[src/core/dsp_defs.vh]
`ifndef DSP_DEFS_VH
`define DSP_DEFS_VH
// Configuration word bit positions, counted from the first bit shifted in (0).
`define DSP_CFG_ENABLE      0
`define DSP_CFG_TEMP        4
`define DSP_CFG_REJ_A       5
`define DSP_CFG_REJ_B       6
`define DSP_CFG_SPEED       7
`define DSP_CFG_BITS        8
// Rejection mode codes {a,b}.
`define DSP_REJ_BOTH        2'b00
`define DSP_REJ_50          2'b01
`define DSP_REJ_60          2'b10
`define DSP_REJ_RESERVED    2'b11
// Output word.
`define DSP_WORD_BITS       32
`define DSP_RESULT_BITS     24
`define DSP_SUB_BITS        5
`define DSP_WORD_BITS_LOG   6
// Clamp codes placed in bits 28..0, with sign at bit 29.
`define DSP_OVER_SIGN       1'b1
`define DSP_OVER_CODE       29'h1000_0000
`define DSP_UNDER_SIGN      1'b0
`define DSP_UNDER_CODE      29'h0FFF_FFFF
`define DSP_UNDER2X_CODE    29'h0FFF_F000
// Result FIFO.
`define DSP_FIFO_WIDTH      31
`define DSP_FIFO_DEPTH      8
`define DSP_FIFO_AW         3
`endif

[src/core/dsp_port.v]
`timescale 1ns/1ps
`default_nettype none
`include "dsp_defs.vh"
module dsp_port (
   input  wire        clock,
   input  wire        rst,
   input  wire        cs_n,
   input  wire        sck,
   input  wire        serial_in,
   output reg         serial_out,
   output reg         serial_out_en,
   output wire        conv_start,
   output wire        temp_sensor_select,
   output wire        reject_sel_a,
   output wire        reject_sel_b,
   output wire        double_rate_select,
   output wire        calib_pass_second,
   input  wire        conv_done,
   input  wire        conv_sign,
   input  wire        conv_over,
   input  wire        conv_under,
   input  wire [28:0] conv_code,
   output wire        result_ready,
   output reg         converting,
   output reg         sleeping
);
   // ---------------------------------------------------------------
   // Pin synchronisers
   // ---------------------------------------------------------------
   reg  [1:0] cs_sync;
   reg  [1:0] sck_sync;
   reg  [1:0] sdi_sync;
   reg        cs_q;
   reg        sck_q;
   wire       cs_low;
   wire       sck_rise;
   wire       sck_fall;
   wire       cs_rise;

   always @(posedge clock) begin
      if (rst) begin
         cs_sync  <= 2'b11;
         sck_sync <= 2'b00;
         sdi_sync <= 2'b00;
         cs_q     <= 1'b1;
         sck_q    <= 1'b0;
      end else begin
         cs_sync  <= {cs_sync[0], cs_n};
         sck_sync <= {sck_sync[0], sck};
         sdi_sync <= {sdi_sync[0], serial_in};
         cs_q     <= cs_sync[1];
         sck_q    <= sck_sync[1];
      end
   end

   assign cs_low   = ~cs_sync[1];
   assign cs_rise  = cs_sync[1] & ~cs_q;
   // Serial clock edges only count while selected; when deselected they are dropped.
   assign sck_rise = cs_low & sck_sync[1] & ~sck_q;
   assign sck_fall = cs_low & ~sck_sync[1] & sck_q;

   // ---------------------------------------------------------------
   // State machine
   // ---------------------------------------------------------------
   localparam [2:0] ST_CONV  = 3'b001;
   localparam [2:0] ST_SLEEP = 3'b010;
   localparam [2:0] ST_OUT   = 3'b100;

   reg  [2:0] state;
   reg  [2:0] next_state;
   reg  [5:0] rise_cnt;
   reg  [5:0] fall_cnt;
   reg  [31:0] shift;
   reg  [7:0] cfg_shift;
   reg        temp_mode;
   reg  [1:0] rej_mode;
   reg        speed_mode;
   reg        start_pulse;
   reg        pass_second;
   wire       out_done;
   wire       fifo_valid;
   wire [30:0] fifo_data;
   wire       fifo_take;
   wire [30:0] packed_result;
   wire [7:0] cfg_word;

   assign out_done = sck_fall && (fall_cnt == 6'd31);

   always @* begin
      next_state = state;
      case (state)
         ST_CONV: begin
            if (fifo_valid) begin
               next_state = ST_SLEEP;
            end
         end
         ST_SLEEP: begin
            if (cs_low && sck_rise) begin
               next_state = ST_OUT;
            end
         end
         ST_OUT: begin
            if (cs_rise || out_done) begin
               next_state = ST_CONV;
            end
         end
         default: begin
            next_state = ST_CONV;
         end
      endcase
   end

   assign fifo_take = (state == ST_CONV) && fifo_valid;

   // ---------------------------------------------------------------
   // Configuration and output shifting
   // ---------------------------------------------------------------
   // The word shifts in first-bit-first, so the first bit lands in bit 7.
   assign cfg_word = {cfg_shift[6:0], sdi_sync[1]};

   always @(posedge clock) begin
      if (rst) begin
         state       <= ST_CONV;
         rise_cnt    <= 6'd0;
         fall_cnt    <= 6'd0;
         shift       <= 32'h0000_0000;
         cfg_shift   <= 8'h00;
         temp_mode   <= 1'b0;
         rej_mode    <= `DSP_REJ_BOTH;
         speed_mode  <= 1'b0;
         start_pulse <= 1'b1;
         pass_second <= 1'b0;
      end else begin
         state       <= next_state;
         start_pulse <= 1'b0;
         if (fifo_take) begin
            // Bit 31 is low: the word is only captured once the conversion is done.
            shift <= {1'b0, fifo_data};
         end
         if (state == ST_SLEEP) begin
            rise_cnt  <= 6'd0;
            fall_cnt  <= 6'd0;
            cfg_shift <= 8'h00;
         end
         if (next_state == ST_OUT || state == ST_OUT) begin
            if (sck_rise) begin
               rise_cnt <= rise_cnt + 6'd1;
               if (rise_cnt < 6'd8) begin
                  cfg_shift <= cfg_word;
               end
               // The eighth bit completes the word; apply only with enable set.
               if (rise_cnt == 6'd7 && cfg_word[7-`DSP_CFG_ENABLE]) begin
                  temp_mode  <= cfg_word[7-`DSP_CFG_TEMP];
                  rej_mode   <= {cfg_word[7-`DSP_CFG_REJ_A], cfg_word[7-`DSP_CFG_REJ_B]};
                  speed_mode <= cfg_word[7-`DSP_CFG_SPEED];
               end
            end
            if (sck_fall) begin
               fall_cnt <= fall_cnt + 6'd1;
               shift    <= {shift[30:0], 1'b1};
            end
         end
         if (state == ST_OUT && next_state == ST_CONV) begin
            start_pulse <= 1'b1;
            pass_second <= 1'b0;
         end else if (state == ST_CONV && conv_done && !fifo_valid && !double_rate_select) begin
            pass_second <= ~pass_second;
         end
      end
   end

   // ---------------------------------------------------------------
   // Serial output pin
   // ---------------------------------------------------------------
   always @(posedge clock) begin
      if (rst) begin
         serial_out    <= 1'b1;
         serial_out_en <= 1'b0;
         converting    <= 1'b1;
         sleeping      <= 1'b0;
      end else begin
         serial_out_en <= cs_low;
         converting    <= (next_state == ST_CONV);
         sleeping      <= (next_state == ST_SLEEP);
         if (next_state == ST_OUT) begin
            serial_out <= shift[31];
            if (sck_fall) begin
               // After the 32nd falling edge the return to conversion makes the line high.
               serial_out <= shift[30];
            end
         end else begin
            serial_out <= (next_state == ST_CONV);
         end
      end
   end

   // ---------------------------------------------------------------
   // Result packing
   // ---------------------------------------------------------------
   // Speed is forced to 1x while the temperature sensor is the input.
   assign double_rate_select = speed_mode & ~temp_mode;
   assign temp_sensor_select = temp_mode;
   assign reject_sel_a       = rej_mode[1];
   assign reject_sel_b       = rej_mode[0];
   assign conv_start         = start_pulse;
   assign calib_pass_second  = pass_second;

   // In 1x mode the first done marks only the first half of the offset pair.
   wire result_final = conv_done && (double_rate_select || pass_second);

   assign packed_result = conv_over  ? {1'b0, `DSP_OVER_SIGN, `DSP_OVER_CODE} :
                          conv_under ? {1'b0, `DSP_UNDER_SIGN,
                                        (double_rate_select ? `DSP_UNDER2X_CODE
                                                            : `DSP_UNDER_CODE)} :
                          {1'b0, conv_sign, conv_code};

   // The buffer is written only in ST_CONV, where it is read at once, so it never fills and result_ready stays high.
   dsp_fifo #(
      .WIDTH (`DSP_FIFO_WIDTH),
      .DEPTH (`DSP_FIFO_DEPTH),
      .AW    (`DSP_FIFO_AW)
   ) u_fifo (
      .clock     (clock),
      .rst       (rst),
      .in_data   (packed_result),
      .in_valid  (result_final && state == ST_CONV),
      .in_ready  (result_ready),
      .out_data  (fifo_data),
      .out_valid (fifo_valid),
      .out_ready (fifo_take)
   );
endmodule // dsp_port
`default_nettype wire

[src/core/dsp_fifo.v]
`timescale 1ns/1ps
`default_nettype none
module dsp_fifo #(
   parameter WIDTH = 31,
   parameter DEPTH = 8,
   parameter AW    = 3
) (
   input  wire             clock,
   input  wire             rst,
   input  wire [WIDTH-1:0] in_data,
   input  wire             in_valid,
   output wire             in_ready,
   output reg  [WIDTH-1:0] out_data,
   output wire             out_valid,
   input  wire             out_ready
);
   reg [WIDTH-1:0] mem [0:DEPTH-1];
   reg [AW-1:0]    wr_ptr;
   reg [AW-1:0]    rd_ptr;
   reg [AW:0]      count;
   wire            do_wr;
   wire            do_rd;

   assign in_ready  = (count != DEPTH[AW:0]);
   assign out_valid = (count != {(AW+1){1'b0}});
   assign do_wr     = in_valid & in_ready;
   assign do_rd     = out_valid & out_ready;

   always @(posedge clock) begin
      if (do_wr) begin
         mem[wr_ptr] <= in_data;
      end
   end

   always @* begin
      out_data = mem[rd_ptr];
   end

   always @(posedge clock) begin
      if (rst) begin
         wr_ptr <= {AW{1'b0}};
         rd_ptr <= {AW{1'b0}};
         count  <= {(AW+1){1'b0}};
      end else begin
         if (do_wr) begin
            wr_ptr <= wr_ptr + 1'b1;
         end
         if (do_rd) begin
            rd_ptr <= rd_ptr + 1'b1;
         end
         if (do_wr && !do_rd) begin
            count <= count + 1'b1;
         end else if (do_rd && !do_wr) begin
            count <= count - 1'b1;
         end
      end
   end
endmodule // dsp_fifo
`default_nettype wire

[config.mk]
export PLATFORM = sky130hd
export DESIGN_NAME = dsp_port
export DESIGN_NICKNAME = d
export VERILOG_FILES = /design/src/core/dsp_port.v /design/src/core/dsp_fifo.v
export VERILOG_INCLUDE_DIRS = /design/src /design/src/core
export SDC_FILE = /design/constraint.sdc
export NUM_CORES = 1
export LEC_CHECK = 0
export BUFFER_PORTS_ARGS = -buffer_cell sky130_fd_sc_hd__buf_4
export CORE_ASPECT_RATIO = 1.75
export CORE_MARGIN = 2
export CORE_UTILIZATION = 65
export DETAILED_ROUTE_END_ITERATION = 6
export PLACE_DENSITY = 0.83
export SLEW_MARGIN = 20
export SYNTH_ARGS = -nofsm -noshare
export SYNTH_HDL_FRONTEND = slang
export SYNTH_SLANG_ARGS = --single-unit
[constraint.sdc]
create_clock -name clock -period 7.4 [get_ports clock]
set_clock_uncertainty 0.05 [all_clocks]
set_input_delay 1.48 -clock clock [delete_from_list [all_inputs] [get_ports clock]]
set_output_delay 1.48 -clock clock [all_outputs]
set_load 0.1 [all_outputs]
==> Flow_metrics.wiki <==
{| class="wikitable"
! Metric !! Value
|-
| Dominant cells by area after synthesis || sky130_fd_sc_hd__edfxtp_1 56%, sky130_fd_sc_hd__dfxtp_1 13%, sky130_fd_sc_hd__o22ai_1 4.1%
|-
| Final setup violation count || 0
|-
| Placeable core region || 19700 µm²
|-
| Crit path max fanout || 5
|-
| PD cells || 325 nW/µm²
|-
| FFs w/ async S/R, synth || 0%
|-
| Root buffer cell || sky130_fd_sc_hd__clkbuf_16
|-
| Leakage power summed over all cells || 4.87 nW
|-
| Routed length per placed instance || 22.5 µm
|-
| Tightest slew margin relative to the limit || 25.2%
|-
| Sum of routed wire length over all layers || 27.5 mm
|-
| Synth Area per Inst || 14.0 µm²
|-
| Clock slew seen by the registers of the worst setup and hold paths || 60 ps
|-
| Status || completed
|-
| Iter 0 DRT Violations || 834
|-
| Synthesized Nets || 971
|-
| Floorplan die width || 111 µm
|-
| Timing-limited maximum frequency || 0.289 GHz
|-
| Max-cap violation count || 0
|-
| Cell type with the highest aggregate area in the netlist || sky130_fd_sc_hd__edfxtp_1
|-
| Synth Register Bits || 325
|-
| Max-slew violation count || 0
|-
| Sequential fraction of the synthesis area || 68.9%
|-
| Endpoint kind of the worst setup timing path || primary output
|-
| Number of CTS-inserted buffers || 28
|-
| Post-Syn Instances || 925
|-
| Routability congestion estimate || 0.757
|-
| Antenna violations before repair || 0
|-
| DIE AREA || 21100 µm²
|-
| Total number of yosys warnings || 0
|-
| Post-synth EDFFs || 240
|-
| Post-route fraction of the period consumed by the critical path || 46.8%
|-
| Largest net degree at the start of global routing || 84
|-
| Path type of the worst setup path || reg2out
|-
| Tot Pwr || 4.69 mW
|-
| Layout cell share with drive strength beyond 1 || 17.5%
|-
| Most frequent cells in the layout || 240 x sky130_fd_sc_hd__edfxtp_1, 84 x sky130_fd_sc_hd__o22ai_1, 82 x sky130_fd_sc_hd__dfxtp_1
|-
| Number of library cell types mapped by synthesis || 56
|-
| Fin area || 14400 µm²
|-
| Maximum root-to-sink buffer count || 3
|-
| Placement row count || 68
|-
| Least-Margin Pin Slew || 1120 ps
|-
| Dominant register cell in the synthesized netlist || sky130_fd_sc_hd__edfxtp_1
|-
| Global-route wire length before repair || 42.9 mm
|-
| Arr. time, crit path || 1930 ps
|-
| Maximum level of the CTS H-tree || 1
|-
| Most common library cell in the layout ignoring fill and taps || sky130_fd_sc_hd__edfxtp_1
|-
| Critical path startpoint category || register
|-
| Iteration count of the initial detailed-routing pass || 5
|-
| Dpl cell area || 13500 µm²
|-
| Total global-route track usage || 25.8%
|-
| IO buf count || 48
|-
| Required time of the critical path || 5870 ps
|-
| Via count of the first global-routing pass || 8246
|-
| Fill cell total of the finished layout || 1209
|-
| Number of hold-slack violations in the final timing report || 0
|-
| Cts repair resizes || 0
|-
| Post-synth top area share || 55.7%
|-
| Number of buffers added for setup after CTS || 0
|-
| Area growth, synth to finish || 11.6%
|-
| Via Count || 8036
|-
| CTS tree || yes
|-
| Netlist Area Pre-Place || 12900 µm²
|-
| RSZ-0062 raised after global routing || false
|-
| IO Count || 49
|-
| Global route overflow || 0
|-
| Peak supply drop || 0.000357 V
|-
| Final nets || 997
|-
| Initial core utilization || 65.8%
|-
| Later-pin clock latency in the skew report || 550 ps
|-
| Residual DRC count || 0
|-
| Remaining antenna violation count after routing || 0
|-
| Antenna cell count || 0
|-
| Post-route minimum period || 3460 ps
|-
| Die height || 191 µm
|-
| Number of hold-repair buffers added at the cts stage || 0
|-
| Kind of path behind the tightest hold check || reg2reg
|-
| Sum of negative setup slack || 0 ps
|-
| Detailed-placement wirelength estimate || 15.4 mm
|-
| Sinks on the clock net || 325
|-
| Via density per instance || 6.60
|}
[kinds of logic (layout without fill, tap and decap cells)]
group           count (synthesis)  count (layout)  share of synthesized area, %
compound gates                238             238                          12.4
xor+xnor                        7               7                         0.474
fa+ha+maj                       8               8                         0.832
buf+inv                        75             123                          2.59
flops                         325             325                          68.9
mux                            73              73                          6.33
simple gates                  199             199                          8.49
[final cells by class]
type                       instances  area, µm²  share of cell area, %
sequential                       325       8910                   61.8
inverter                           8       30.0                  0.208
clock buffer                      35        758                   5.25
tap                              245        307                   2.12
timing repair buffer              63        485                   3.36
multi-input combinational        525       3740                   25.9
clock inverter                    17        203                   1.40
[per-layer routing]
metal	vias up	global-route usage, %	wire length [µm]
li1	3656	-	-
met1	3967	30.1	10200
met2	332	47.2	14600
met3	81	3.27	1550
met4	0	12.3	1090
met5	-	0	0
[report_power, final]
group	total [mW]	internal [mW]	switching, mW
clock	1.51	0.872	0.641
sequential	2.20	2.11	0.0928
combinational	0.980	0.367	0.613
total	4.69	3.35	1.35
[Yosys cell counts (19+ instances only)]
cell type / number
sky130_fd_sc_hd__a211oi_1: 35
sky130_fd_sc_hd__a21oi_1: 33
sky130_fd_sc_hd__a221o_1: 28
sky130_fd_sc_hd__and2_1: 30
sky130_fd_sc_hd__and3_1: 33
sky130_fd_sc_hd__buf_2: 19
sky130_fd_sc_hd__clkbuf_1: 40
sky130_fd_sc_hd__dfxtp_1: 85
sky130_fd_sc_hd__edfxtp_1: 240
sky130_fd_sc_hd__mux2_2: 30
sky130_fd_sc_hd__mux2i_1: 39
sky130_fd_sc_hd__nand3_1: 24
sky130_fd_sc_hd__nor2_1: 61
sky130_fd_sc_hd__o21ai_0: 30
sky130_fd_sc_hd__o22ai_1: 84
[flip-flops by register name, indices dropped and copies added, names as in the netlist, 2 cells and up, named ones only]
signal	cells
u_fifo.count	4
u_fifo.mem	240
rise_cnt	6
state	3
shift	32
cs_sync	2
u_fifo.wr_ptr	3
fall_cnt	6
u_fifo.rd_ptr	3
sck_sync	2
sdi_sync	2
cfg_shift	7
rej_mode	2
[metrics by stage]
step	setup slack, ps	hold WS, ps	util, %	std cells
2_1_floorplan	1980	339	-	925
3_3_place_gp	3720	360	68.4	1165
3_5_place_dp	3660	349	68.4	1165
4_1_cts	3920	373	73.3	1217
5_1_grt	3890	396	73.4	1218
6_report	3940	369	73.4	1218
[critical path: stages (launching register included)]
cell and delay [ps]:
sky130_fd_sc_hd__dfxtp_1 360, sky130_fd_sc_hd__or4b_2 750, sky130_fd_sc_hd__buf_4 270
[path summary, 6_finish.rpt]
check                               start               endpoint  slack (ps)  cells after the start
min                 cs_sync[0]$_SDFF_PP1_  cs_sync[1]$_SDFF_PP1_         370                      1
max          u_fifo.count[0]$_SDFFE_PP0P_           result_ready        3940                      2
max reg2reg                      register   shift[24]$_SDFF_PP0_        4170                      6
min reg2reg         cs_sync[0]$_SDFF_PP1_  cs_sync[1]$_SDFF_PP1_         370                      1
No activity file was read; power rests on OpenSTA's default activity.
